[config.mk]
export PLATFORM = sky130hd
export DESIGN_NAME = cmpc_top
export DESIGN_NICKNAME = d
export VERILOG_FILES = /design/src/rtl/cmpc_pkg.sv /design/src/rtl/cmpc_sync.sv /design/src/rtl/cmpc_edge.sv /design/src/rtl/cmpc_top.sv
export VERILOG_INCLUDE_DIRS = /design/src /design/src/rtl
export SDC_FILE = /design/constraint.sdc
export NUM_CORES = 1
export LEC_CHECK = 0
export BUFFER_PORTS_ARGS = -buffer_cell sky130_fd_sc_hd__buf_2
export CAP_MARGIN = 10
export CELL_PAD_IN_SITES_DETAIL_PLACEMENT = 1
export CELL_PAD_IN_SITES_GLOBAL_PLACEMENT = 2
export CORE_UTILIZATION = 32
export CTS_BUF_LIST = sky130_fd_sc_hd__clkbuf_4 sky130_fd_sc_hd__clkbuf_8
export DETAILED_ROUTE_END_ITERATION = 10
export PLACE_DENSITY = 0.78
export REMOVE_ABC_BUFFERS = 1
export SYNTH_ARGS = -nofsm -noshare
export SYNTH_HDL_FRONTEND = slang
export SYNTH_SLANG_ARGS = --single-unit
[constraint.sdc]
create_clock -name CLOCK_I -period 1.6 [get_ports CLOCK_I]
set_input_delay 0.16 -clock CLOCK_I [delete_from_list [all_inputs] [get_ports CLOCK_I]]
set_output_delay 0.16 -clock CLOCK_I [all_outputs]
set_load 0.1 [all_outputs]
[src/rtl/cmpc_defines.svh]
// offsets, field positions, reset values and timing counts of the comparator
`ifndef CMPC_DEFINES_SVH
`define CMPC_DEFINES_SVH

`define CMPC_ADDR_W 8
`define CMPC_DATA_W 8

`define CMPC_OFF_DIG_IN_DIS 8'h01
`define CMPC_OFF_CONV_CTL_B 8'h03
`define CMPC_OFF_CMP_CTL 8'h08

`define CMPC_RST_DIG_IN_DIS 8'h00
`define CMPC_RST_CONV_CTL_B 8'h00
`define CMPC_RST_CMP_CTL 8'h00

`define CMPC_CTL_POWER_OFF 7
`define CMPC_CTL_BANDGAP 6
`define CMPC_CTL_RESULT 5
`define CMPC_CTL_FLAG 4
`define CMPC_CTL_IRQ_EN 3
`define CMPC_CTL_ROUTE 2
`define CMPC_CTL_MODE_HI 1
`define CMPC_CTL_MODE_LO 0

`define CMPC_CB_BIPOLAR 7
`define CMPC_CB_BORROW 6
`define CMPC_CB_LEFT_ADJ 4
`define CMPC_CB_TRIG_HI 2
`define CMPC_CB_TRIG_LO 0
`define CMPC_CB_WR_MASK 8'hD7

`define CMPC_CHAN_HI_ZERO 2'h0
`define CMPC_SYNC_STAGES 2
`define CMPC_PIN_COUNT 8

`endif

[src/rtl/cmpc_pkg.sv]
// types shared by the comparator control files
package cmpc_pkg;

  typedef enum logic [1:0] {
    CMPC_MODE_TOGGLE = 2'h0,
    CMPC_MODE_RESERVED = 2'h1,
    CMPC_MODE_FALL = 2'h2,
    CMPC_MODE_RISE = 2'h3
  } cmpc_mode_t;

endpackage

[src/rtl/cmpc_sync.sv]
// two-flop synchroniser for the raw comparator level
`timescale 1ns/100ps
`default_nettype none

module cmpc_sync #(
  parameter int STAGES = 2
) (
  input wire logic clk_i, // system clock
  input wire logic rst_n_i, // synchronous-released reset, low active
  input wire logic en_i, // clock enable
  input wire logic d_i, // asynchronous level
  output logic q_o // synchronised level
);

  logic [STAGES-1:0] chain_q;

  always_ff @(posedge clk_i or negedge rst_n_i) begin
    if (!rst_n_i) begin
      chain_q <= '0;
    end else if (en_i) begin
      chain_q <= {chain_q[STAGES-2:0], d_i};
    end
  end

  assign q_o = chain_q[STAGES-1];

endmodule // cmpc_sync
`default_nettype wire

[src/rtl/cmpc_edge.sv]
// edge detector and sticky interrupt flag of the comparator
`timescale 1ns/100ps
`default_nettype none

module cmpc_edge (
  input wire logic clk_i, // system clock
  input wire logic rst_n_i, // reset, low active
  input wire logic en_i, // clock enable
  input wire logic level_i, // synchronised result
  input wire cmpc_pkg::cmpc_mode_t mode_i, // event selection
  input wire logic clear_i, // write-one-to-clear pulse
  input wire logic ack_i, // vector taken pulse
  output logic flag_o // sticky flag
);

  logic prev_q;
  logic event_d;

  always_ff @(posedge clk_i or negedge rst_n_i) begin
    if (!rst_n_i) begin
      prev_q <= 1'b0;
    end else if (en_i) begin
      prev_q <= level_i;
    end
  end

  always_comb begin
    case (mode_i)
      cmpc_pkg::CMPC_MODE_TOGGLE: event_d = level_i ^ prev_q;
      cmpc_pkg::CMPC_MODE_FALL: event_d = prev_q & ~level_i;
      cmpc_pkg::CMPC_MODE_RISE: event_d = level_i & ~prev_q;
      default: event_d = 1'b0;
    endcase
  end

  // set wins over either clear
  always_ff @(posedge clk_i or negedge rst_n_i) begin
    if (!rst_n_i) begin
      flag_o <= 1'b0;
    end else if (en_i) begin
      if (event_d) begin
        flag_o <= 1'b1;
      end else if (clear_i || ack_i) begin
        flag_o <= 1'b0;
      end
    end
  end

endmodule // cmpc_edge
`default_nettype wire

[src/rtl/cmpc_top.sv]
// comparator control: registers, input selection, result, interrupt
`timescale 1ns/100ps
`default_nettype none
`include "cmpc_defines.svh"

module cmpc_top #(
  parameter int SYNC_STAGES = `CMPC_SYNC_STAGES,
  parameter int PIN_COUNT = `CMPC_PIN_COUNT
) (
  input wire logic CLOCK_I, // system clock, 10 MHz
  input wire logic ARST_N_I, // asynchronous reset, low active
  input wire logic CLK_EN_I, // freezes all state except the reset synchroniser when low
  input wire logic [`CMPC_ADDR_W-1:0] ADDR_I, // register address
  input wire logic [`CMPC_DATA_W-1:0] WDATA_I, // write data
  input wire logic WR_I, // write strobe
  input wire logic RD_I, // read strobe
  output logic [`CMPC_DATA_W-1:0] RDATA_O, // read data, cycle after read
  input wire logic CMP_RAW_I, // raw analog comparator output
  input wire logic CONVERTER_ENABLE_I, // converter enable bit
  input wire logic [4:0] CHANNEL_SELECT_I, // converter mux select bits
  input wire logic GLOBAL_IRQ_EN_I, // global interrupt enable
  input wire logic IRQ_ACK_I, // interrupt vector taken pulse
  input wire logic [PIN_COUNT-1:0] PIN_RAW_I, // digital pin levels
  output logic [PIN_COUNT-1:0] PIN_READ_O, // pin-read values
  output logic [PIN_COUNT-1:0] PIN_BUF_OFF_O, // input buffer disables
  output logic CMP_POWER_OFF_O, // comparator power switched off
  output logic BANDGAP_SELECT_O, // positive input from bandgap
  output logic NEG_USE_PIN_O, // negative input from dedicated pin
  output logic [2:0] NEG_CHANNEL_O, // channel pin for negative input
  output logic CAPTURE_O, // result towards timer capture front end
  output logic IRQ_O // comparator interrupt request
);

  logic [1:0] rst_sync_q;
  logic rst_n;
  logic en;

  logic [`CMPC_DATA_W-1:0] dig_in_dis_q;
  logic bipolar_q;
  logic mux_borrow_enable_q;
  logic left_adjust_q;
  logic [2:0] trigger_select_q;
  logic cmp_power_off_q;
  logic bandgap_select_q;
  logic cmp_irq_enable_q;
  logic capture_route_enable_q;
  cmpc_pkg::cmpc_mode_t irq_mode_q;

  logic cmp_result;
  logic cmp_irq_flag;
  logic raw_gated;
  logic flag_clear;
  logic [`CMPC_DATA_W-1:0] rdata_d;
  logic [`CMPC_DATA_W-1:0] conv_ctl_b;
  logic [`CMPC_DATA_W-1:0] cmp_ctl;
  logic borrow_active;

  function automatic logic hit(
    input logic [`CMPC_ADDR_W-1:0] addr,
    input logic [`CMPC_ADDR_W-1:0] offset
  );
    hit = (addr == offset);
  endfunction

  // reset release through two flops
  always_ff @(posedge CLOCK_I or negedge ARST_N_I) begin
    if (!ARST_N_I) begin
      rst_sync_q <= 2'h0;
    end else begin
      rst_sync_q <= {rst_sync_q[0], 1'b1};
    end
  end

  assign rst_n = rst_sync_q[1];
  assign en = CLK_EN_I;

  // digital input disable register
  always_ff @(posedge CLOCK_I or negedge rst_n) begin
    if (!rst_n) begin
      dig_in_dis_q <= `CMPC_RST_DIG_IN_DIS;
    end else if (en && WR_I && hit(ADDR_I, `CMPC_OFF_DIG_IN_DIS)) begin
      dig_in_dis_q <= WDATA_I;
    end
  end

  // converter control B, reserved bits not stored
  always_ff @(posedge CLOCK_I or negedge rst_n) begin
    if (!rst_n) begin
      bipolar_q <= 1'b0;
      mux_borrow_enable_q <= 1'b0;
      left_adjust_q <= 1'b0;
      trigger_select_q <= 3'h0;
    end else if (en && WR_I && hit(ADDR_I, `CMPC_OFF_CONV_CTL_B)) begin
      bipolar_q <= WDATA_I[`CMPC_CB_BIPOLAR];
      mux_borrow_enable_q <= WDATA_I[`CMPC_CB_BORROW];
      left_adjust_q <= WDATA_I[`CMPC_CB_LEFT_ADJ];
      trigger_select_q <= WDATA_I[`CMPC_CB_TRIG_HI:`CMPC_CB_TRIG_LO];
    end
  end

  // comparator control, result and flag bits are not plain storage
  always_ff @(posedge CLOCK_I or negedge rst_n) begin
    if (!rst_n) begin
      cmp_power_off_q <= 1'b0;
      bandgap_select_q <= 1'b0;
      cmp_irq_enable_q <= 1'b0;
      capture_route_enable_q <= 1'b0;
      irq_mode_q <= cmpc_pkg::CMPC_MODE_TOGGLE;
    end else if (en && WR_I && hit(ADDR_I, `CMPC_OFF_CMP_CTL)) begin
      cmp_power_off_q <= WDATA_I[`CMPC_CTL_POWER_OFF];
      bandgap_select_q <= WDATA_I[`CMPC_CTL_BANDGAP];
      cmp_irq_enable_q <= WDATA_I[`CMPC_CTL_IRQ_EN];
      capture_route_enable_q <= WDATA_I[`CMPC_CTL_ROUTE];
      irq_mode_q <= cmpc_pkg::cmpc_mode_t'(
        WDATA_I[`CMPC_CTL_MODE_HI:`CMPC_CTL_MODE_LO]);
    end
  end

  // unpowered comparator presents a low result
  assign raw_gated = CMP_RAW_I & ~cmp_power_off_q;

  cmpc_sync #(
    .STAGES(SYNC_STAGES)
  ) u_sync (
    .clk_i(CLOCK_I),
    .rst_n_i(rst_n),
    .en_i(en),
    .d_i(raw_gated),
    .q_o(cmp_result)
  );

  assign flag_clear = WR_I && hit(ADDR_I, `CMPC_OFF_CMP_CTL)
    && WDATA_I[`CMPC_CTL_FLAG];

  cmpc_edge u_edge (
    .clk_i(CLOCK_I),
    .rst_n_i(rst_n),
    .en_i(en),
    .level_i(cmp_result),
    .mode_i(irq_mode_q),
    .clear_i(flag_clear),
    .ack_i(IRQ_ACK_I),
    .flag_o(cmp_irq_flag)
  );

  // interrupt request, flag gated by enable and global enable
  always_ff @(posedge CLOCK_I or negedge rst_n) begin
    if (!rst_n) begin
      IRQ_O <= 1'b0;
    end else if (en) begin
      IRQ_O <= cmp_irq_flag & cmp_irq_enable_q
        & GLOBAL_IRQ_EN_I & ~IRQ_ACK_I;
    end
  end

  // result towards timer capture
  always_ff @(posedge CLOCK_I or negedge rst_n) begin
    if (!rst_n) begin
      CAPTURE_O <= 1'b0;
    end else if (en) begin
      CAPTURE_O <= capture_route_enable_q & cmp_result;
    end
  end

  // converter enable blocks borrowing of its multiplexer
  assign borrow_active = mux_borrow_enable_q & ~CONVERTER_ENABLE_I
    & (CHANNEL_SELECT_I[4:3] == `CMPC_CHAN_HI_ZERO);

  // negative input selection
  always_ff @(posedge CLOCK_I or negedge rst_n) begin
    if (!rst_n) begin
      NEG_USE_PIN_O <= 1'b1;
      NEG_CHANNEL_O <= 3'h0;
    end else if (en) begin
      if (borrow_active) begin
        NEG_USE_PIN_O <= 1'b0;
        NEG_CHANNEL_O <= CHANNEL_SELECT_I[2:0];
      end else begin
        NEG_USE_PIN_O <= 1'b1;
        NEG_CHANNEL_O <= 3'h0;
      end
    end
  end

  // positive input and power controls
  always_ff @(posedge CLOCK_I or negedge rst_n) begin
    if (!rst_n) begin
      BANDGAP_SELECT_O <= 1'b0;
      CMP_POWER_OFF_O <= 1'b0;
    end else if (en) begin
      BANDGAP_SELECT_O <= bandgap_select_q;
      CMP_POWER_OFF_O <= cmp_power_off_q;
    end
  end

  // digital input buffers and pin reads
  always_ff @(posedge CLOCK_I or negedge rst_n) begin
    if (!rst_n) begin
      PIN_BUF_OFF_O <= '0;
      PIN_READ_O <= '0;
    end else if (en) begin
      PIN_BUF_OFF_O <= dig_in_dis_q[PIN_COUNT-1:0];
      PIN_READ_O <= PIN_RAW_I & ~dig_in_dis_q[PIN_COUNT-1:0];
    end
  end

  // read images
  always_comb begin
    conv_ctl_b = 8'h00;
    conv_ctl_b[`CMPC_CB_BIPOLAR] = bipolar_q;
    conv_ctl_b[`CMPC_CB_BORROW] = mux_borrow_enable_q;
    conv_ctl_b[`CMPC_CB_LEFT_ADJ] = left_adjust_q;
    conv_ctl_b[`CMPC_CB_TRIG_HI:`CMPC_CB_TRIG_LO] = trigger_select_q;
  end

  always_comb begin
    cmp_ctl = 8'h00;
    cmp_ctl[`CMPC_CTL_POWER_OFF] = cmp_power_off_q;
    cmp_ctl[`CMPC_CTL_BANDGAP] = bandgap_select_q;
    cmp_ctl[`CMPC_CTL_RESULT] = cmp_result;
    cmp_ctl[`CMPC_CTL_FLAG] = cmp_irq_flag;
    cmp_ctl[`CMPC_CTL_IRQ_EN] = cmp_irq_enable_q;
    cmp_ctl[`CMPC_CTL_ROUTE] = capture_route_enable_q;
    cmp_ctl[`CMPC_CTL_MODE_HI:`CMPC_CTL_MODE_LO] = irq_mode_q;
  end

  always_comb begin
    if (hit(ADDR_I, `CMPC_OFF_DIG_IN_DIS)) begin
      rdata_d = dig_in_dis_q;
    end else if (hit(ADDR_I, `CMPC_OFF_CONV_CTL_B)) begin
      rdata_d = conv_ctl_b;
    end else if (hit(ADDR_I, `CMPC_OFF_CMP_CTL)) begin
      rdata_d = cmp_ctl;
    end else begin
      rdata_d = 8'h00;
    end
  end

  // read data stand only in the cycle after the strobe
  always_ff @(posedge CLOCK_I or negedge rst_n) begin
    if (!rst_n) begin
      RDATA_O <= 8'h00;
    end else if (en) begin
      RDATA_O <= RD_I ? rdata_d : 8'h00;
    end
  end

endmodule // cmpc_top
`default_nettype wire

# [After elaboration in Yosys (flattened, before gate mapping)]
# Cells that the tools add are included.
[op_classes] eq_ne=5 muxes=9 n_reduce_logical=11 bitwise_logic=17
[ops] cell="2-to-1 mux 8 bit" count=4
[ops] cell="bitwise AND 1 bit" count=9
[ops] cell="bitwise AND 8 bit" count=1
[ops] cell="== test 8 x 1 -> 1 bit, second input constant" count=1
[ops] cell="== test 8 x 2 -> 1 bit, second input constant" count=1
[ops] cell="== test 8 x 4 -> 1 bit, second input constant" count=1
[ops] cell="inverter 8 bit" count=1
[ops] cell="logical AND 1 bit" count=6
[ops] cell="inverter 1 bit" count=5
[ops] cell="== test 2 bit, second input constant" count=2
[ops] cell="zero test 2 bit" count=2
[ops] cell="2-to-1 mux 1 bit" count=3
[ops] cell="2-to-1 mux 3 bit" count=1
[ops] cell="one-hot mux 1 bit (3 select lines)" count=1
[ops] cell="AND reduction 2 bit" count=1
[ops] cell="nonzero test 2 bit" count=1
[ops] cell="logical OR 1 bit" count=1
[ops] cell="bitwise XOR 1 bit" count=1
[word_totals] in_bits=38 reg_bits=58 output_inout_bits=32

# [Logic depth before layout (Yosys ltp)]
[depth] depth_word=6 ltp_mapped=5 depth_no_buf=5

# [Hierarchy]
# From an unflattened synthesis, not the netlist that was laid out.
[hier_totals] hier_cells=186 area_unflattened_um2=2534.9
[by_module_without_submodules] module="cmpc_top" seq_area_each_um2=1352.5 cells_each=168 n_inst=1 area_each_um2=2331.0
[by_module_without_submodules] module="cmpc_edge" seq_area_each_um2=50.0 cells_each=14 n_inst=1 area_each_um2=131.4
[by_module_without_submodules] module="cmpc_sync" seq_area_each_um2=50.0 cells_each=4 n_inst=1 area_each_um2=72.6

# [Worst setup path before layout]
# Ideal clock, no wire load.
[synth_path] kind="reg-to-reg" startpoint="register, netlist name RDATA_O[0]" endpoint="register RDATA_O[0]" required_ns=1.477 path_stages_with_launch=4 n_path_buf=0 setup_time_ns=0.123 slack_ns=0.111 arrival_time_ns=1.367 period_less_slack_ns=1.489 path_cell_list="dfrtp_1 -> nor2b_1 -> a221o_1 -> o221a_2"
[synth_rtl] item="to (signal assigned)" line_no="cmpc_top.sv:244" text="RDATA_O <= RD_I ? rdata_d : 8'h00;"
[synth_rtl] item="to (decl)" line_no="cmpc_top.sv:17" text="output logic [`CMPC_DATA_W-1:0] RDATA_O,"

# [Worst setup path after layout]
[layout_path] startpoint="register NEG_USE_PIN_O" endpoint="output NEG_USE_PIN_O"
[layout_rtl] item="from (decl)" line_no="cmpc_top.sv:28" text="output logic NEG_USE_PIN_O,"
[layout_rtl] item="from (signal assigned)" line_no="cmpc_top.sv:172" text="NEG_USE_PIN_O <= 1'b1;"
[layout_rtl] item="from (signal assigned)" line_no="cmpc_top.sv:176" text="NEG_USE_PIN_O <= 1'b0;"
[layout_rtl] item="from (signal assigned)" line_no="cmpc_top.sv:179" text="NEG_USE_PIN_O <= 1'b1;"
# No word-level cell between the ends.

==> results.cfg <==
[grt]
gr-total-overflow = 0
groute.usage.overall_pct = 16.1
grt_pass1_vias = 2043
pin_count_of_the_biggest_net_entering_global_routing = 49
grt_first_pass_wirelength_um = 10200
grt_antenna_before_repair = 0

[floorplan]
die_y_extent_um = 90.6
die_w_um = 90.6
num_rows = 31
initial_utilization_pct = 33.9
design.portCount = 70
fp.coreArea_mm2 = 0.00741
die_area_mm2 = 0.00821

[final_layout]
postLayoutCoreUtil_pct = 44.7
final_net_count = 321
area_growth_pct = 31.8
fillerInstances = 821
final_cells = 385
antenna-diode-count = 0
layout_cells_sized_above_1_pct = 49.3

[power]
reg_power_share_pct = 45.4
power_switching_share_pct = 27.1
power-per-cell-area_mw_per_mm2 = 1040
share_clk_of_total_power_pct = 40.6
power_report.internal_total_mw = 2.52
p_sw_uw = 936
comb_power_share_pct = 14.0
ir_worst_vdd_v = 0.000428
design_power_total_mw = 3.46
power_leakage_nw = 1.71

[sta]
finalMaxSlewViolations = 0
finalClockSkew_ns = 0.00845
final.setup.worst_slack_ns = 0.160
final.period_utilization_pct = 90.0
maxClockFrequency_mhz = 695
hold_ws_ns = 0.0263
post_layout_min_period_ns = 1.44
final_setup_violating_endpoints = 0
hold_viol_final = 0
rsz0062_at_grt = no

[routing]
first_pass_iters = 4
wl_um = 6080
wl_per_cell_um = 15.8
drc_errors = 0
drt-initial-drc-count = 73
routed-via-count = 1863
routed_via_density = 4.84
postRouteAntennaNets = 0

[job]
drv.max_cap_violation_count = 0

[place]
placed_cells_incl_taps = 368
hpwl_after_detailed_placement_um = 4390
gp_routability_congestion = 0.736
pre_cts_slack_ns = 0.0385
placement.io_buffers = 69

[worst_setup_path]
cpPeakStageDelay_ns = 0.53
cpMaxStageDelayCell = dfstp_2
signal_arrival_time_at_the_worst_endpoint_ns = 1.28
worst-endpoint-required_ns = 1.44
cp_cell_sequence = buf_2
start_kind = flip-flop
worstPathBufferInverterCount = 1
critical_path_peak_fanout = 2
end_kind = primary output
setup.worst_path.class = reg -> out
worst_path_dominant_cell_family = flip-flops
ff2ff_setup_slack_ns = 0.37

[synthesis]
ys_async_sr_fraction_pct = 100
synth_flop_cell = dfrtp_1
ys_seq_elements = 58
synth_edf_count = 0
synth_top_area_share_pct = 56.7
synthCells = 194
sequential_share_of_the_synthesized_area_pct = 57.8
synth_cell_types = 33
synthMostInstantiatedCell = dfrtp_1
yosysWarnings = 0
mappedNetlistArea_mm2 = 0.00251
synthesis.area_per_instance_um2 = 13.0
yosys-top-cells-count = 57 x dfrtp_1, 30 x mux2_2, 14 x inv_1, 10 x nor2b_1, 10 x o21ai_0
synth_area_leaders = dfrtp_1 57%, mux2_2 13%, o221a_2 2.7%, nor2b_1 2.5%, a221o_1 2.4%
netlist.top_cell.by_area = dfrtp_1

[clock_network]
worst_setup_hold_path_clk_slew_ns = 0.06
cts_sinks = 58
cts_tree = done
clock_path_buffers = 2
cts_htree_levels = 3
post-cts-setup-buffer-count = 0
tritoncts.num_buffers = 9
clock-root-buffer = clkbuf_8
skew_pair_late_insertion_delay_ns = 0.34

[worst_hold_path]
holdCritPathClass = in -> reg

[status]
status = completed
[final timing paths]
check | from | endpoint | depth (start not counted)
setup / recovery | NEG_USE_PIN_O$_DFFE_PN1P_ | NEG_USE_PIN_O | 1
hold / removal | IRQ_ACK_I | IRQ_O$_DFFE_PN0P_ | 2
setup reg to reg | u_sync.chain_q[1]$_DFFE_PN0P_ | u_edge.flag_o$_DFFE_PN0P_ | 5
hold reg to reg | rst_sync_q[1]$_DFF_PN0_ | PIN_BUF_OFF_O[7]$_DFFE_PN0P_ | 0
max in group asynchronous | rst_sync_q[1]$_DFF_PN0_ | IRQ_O$_DFFE_PN0P_ | 1
min in group asynchronous | ARST_N_I | rst_sync_q[1]$_DFF_PN0_ | 2
[metrics by stage]
step                      area, µm²  TNS [ns]
final                          3310         0
after global placement         3090         0
after CTS                      3310         0
after floorplan                2480     -7.29
after detailed placement       3090         0
after global routing           3310         0
[metal layers]
layer  track usage, %  part of all wire, %  up-vias
met1             19.8                   45      928
li1                 -                    -      878
met3             4.80                  5.5        8
met5                0                    0        -
met2             26.5                   48       49
met4             6.59                  1.5        0
[final cells by class]
class	count	area, µm²	share of cell area (%)
well taps	99	124	3.74
flip-flops and latches	58	1450	43.9
clock buffers	14	174	5.25
multi-input cells	114	975	29.4
repair buffers	84	498	15.0
clock inverters	2	35.0	1.06
inverters	14	52.6	1.59
[timing repair]
item	4_1_cts	5_1_grt
gates resized for setup	0	0
hold endpoints to repair	2	0
setup endpoints to repair	0	0
hold buffers	1	0
[logic make-up after synthesis]
kind of cell | after synthesis | share of synthesized area (%)
adders and majority gates | 2 | 0.995
other | 1 | 0.149
muxes | 30 | 13.4
buffers and inverters | 22 | 3.43
DFF | 58 | 57.8
and+or+nand+nor | 46 | 12.7
AOI/OAI and AO/OA | 35 | 11.5
[registers in the layout, summed over array words and instances (netlist names), 2 cells and up]
register	count
irq_mode_q	2
NEG_CHANNEL_O	3
rst_sync_q	2
dig_in_dis_q	8
u_sync.chain_q	2
trigger_select_q	3
PIN_READ_O	8
PIN_BUF_OFF_O	8
RDATA_O	8
[cell usage in the layout (no fill, tap or decap), types with 2 or more instances in the layout]
cell and n:
buf_2 69, mux2_2 30, or2b_1 3, clkbuf_8 11, buf_4 11, a22oi_1 2
buf_12 3, and3b_1 2, nand4_1 4, nand3_1 4, nand2b_1 3, a221o_1 6
nor2b_1 10, nand2_1 6, o221a_2 6, clkbuf_4 3, o32ai_1 2, o2bb2ai_1 2
a32o_1 4, o21ai_0 10, dfrtp_1 56, nand3b_1 7, ha_1 2, inv_1 14
[power groups by stage]
| stage | logic, mW | clock network, mW | registers [mW] |
|---|---|---|---|
| 6_report | 0.484 | 1.40 | 1.57 |
| 3_5_place_dp | 0.489 | 0 | 1.60 |
| 5_1_grt | 0.520 | 1.51 | 1.58 |
| 3_3_place_gp | 0.480 | 0 | 1.60 |
| 4_1_cts | 0.493 | 1.45 | 1.57 |
| 2_1_floorplan | 0.104 | 0 | 1.80 |
Note: power is estimated with default switching activity, not from simulation.
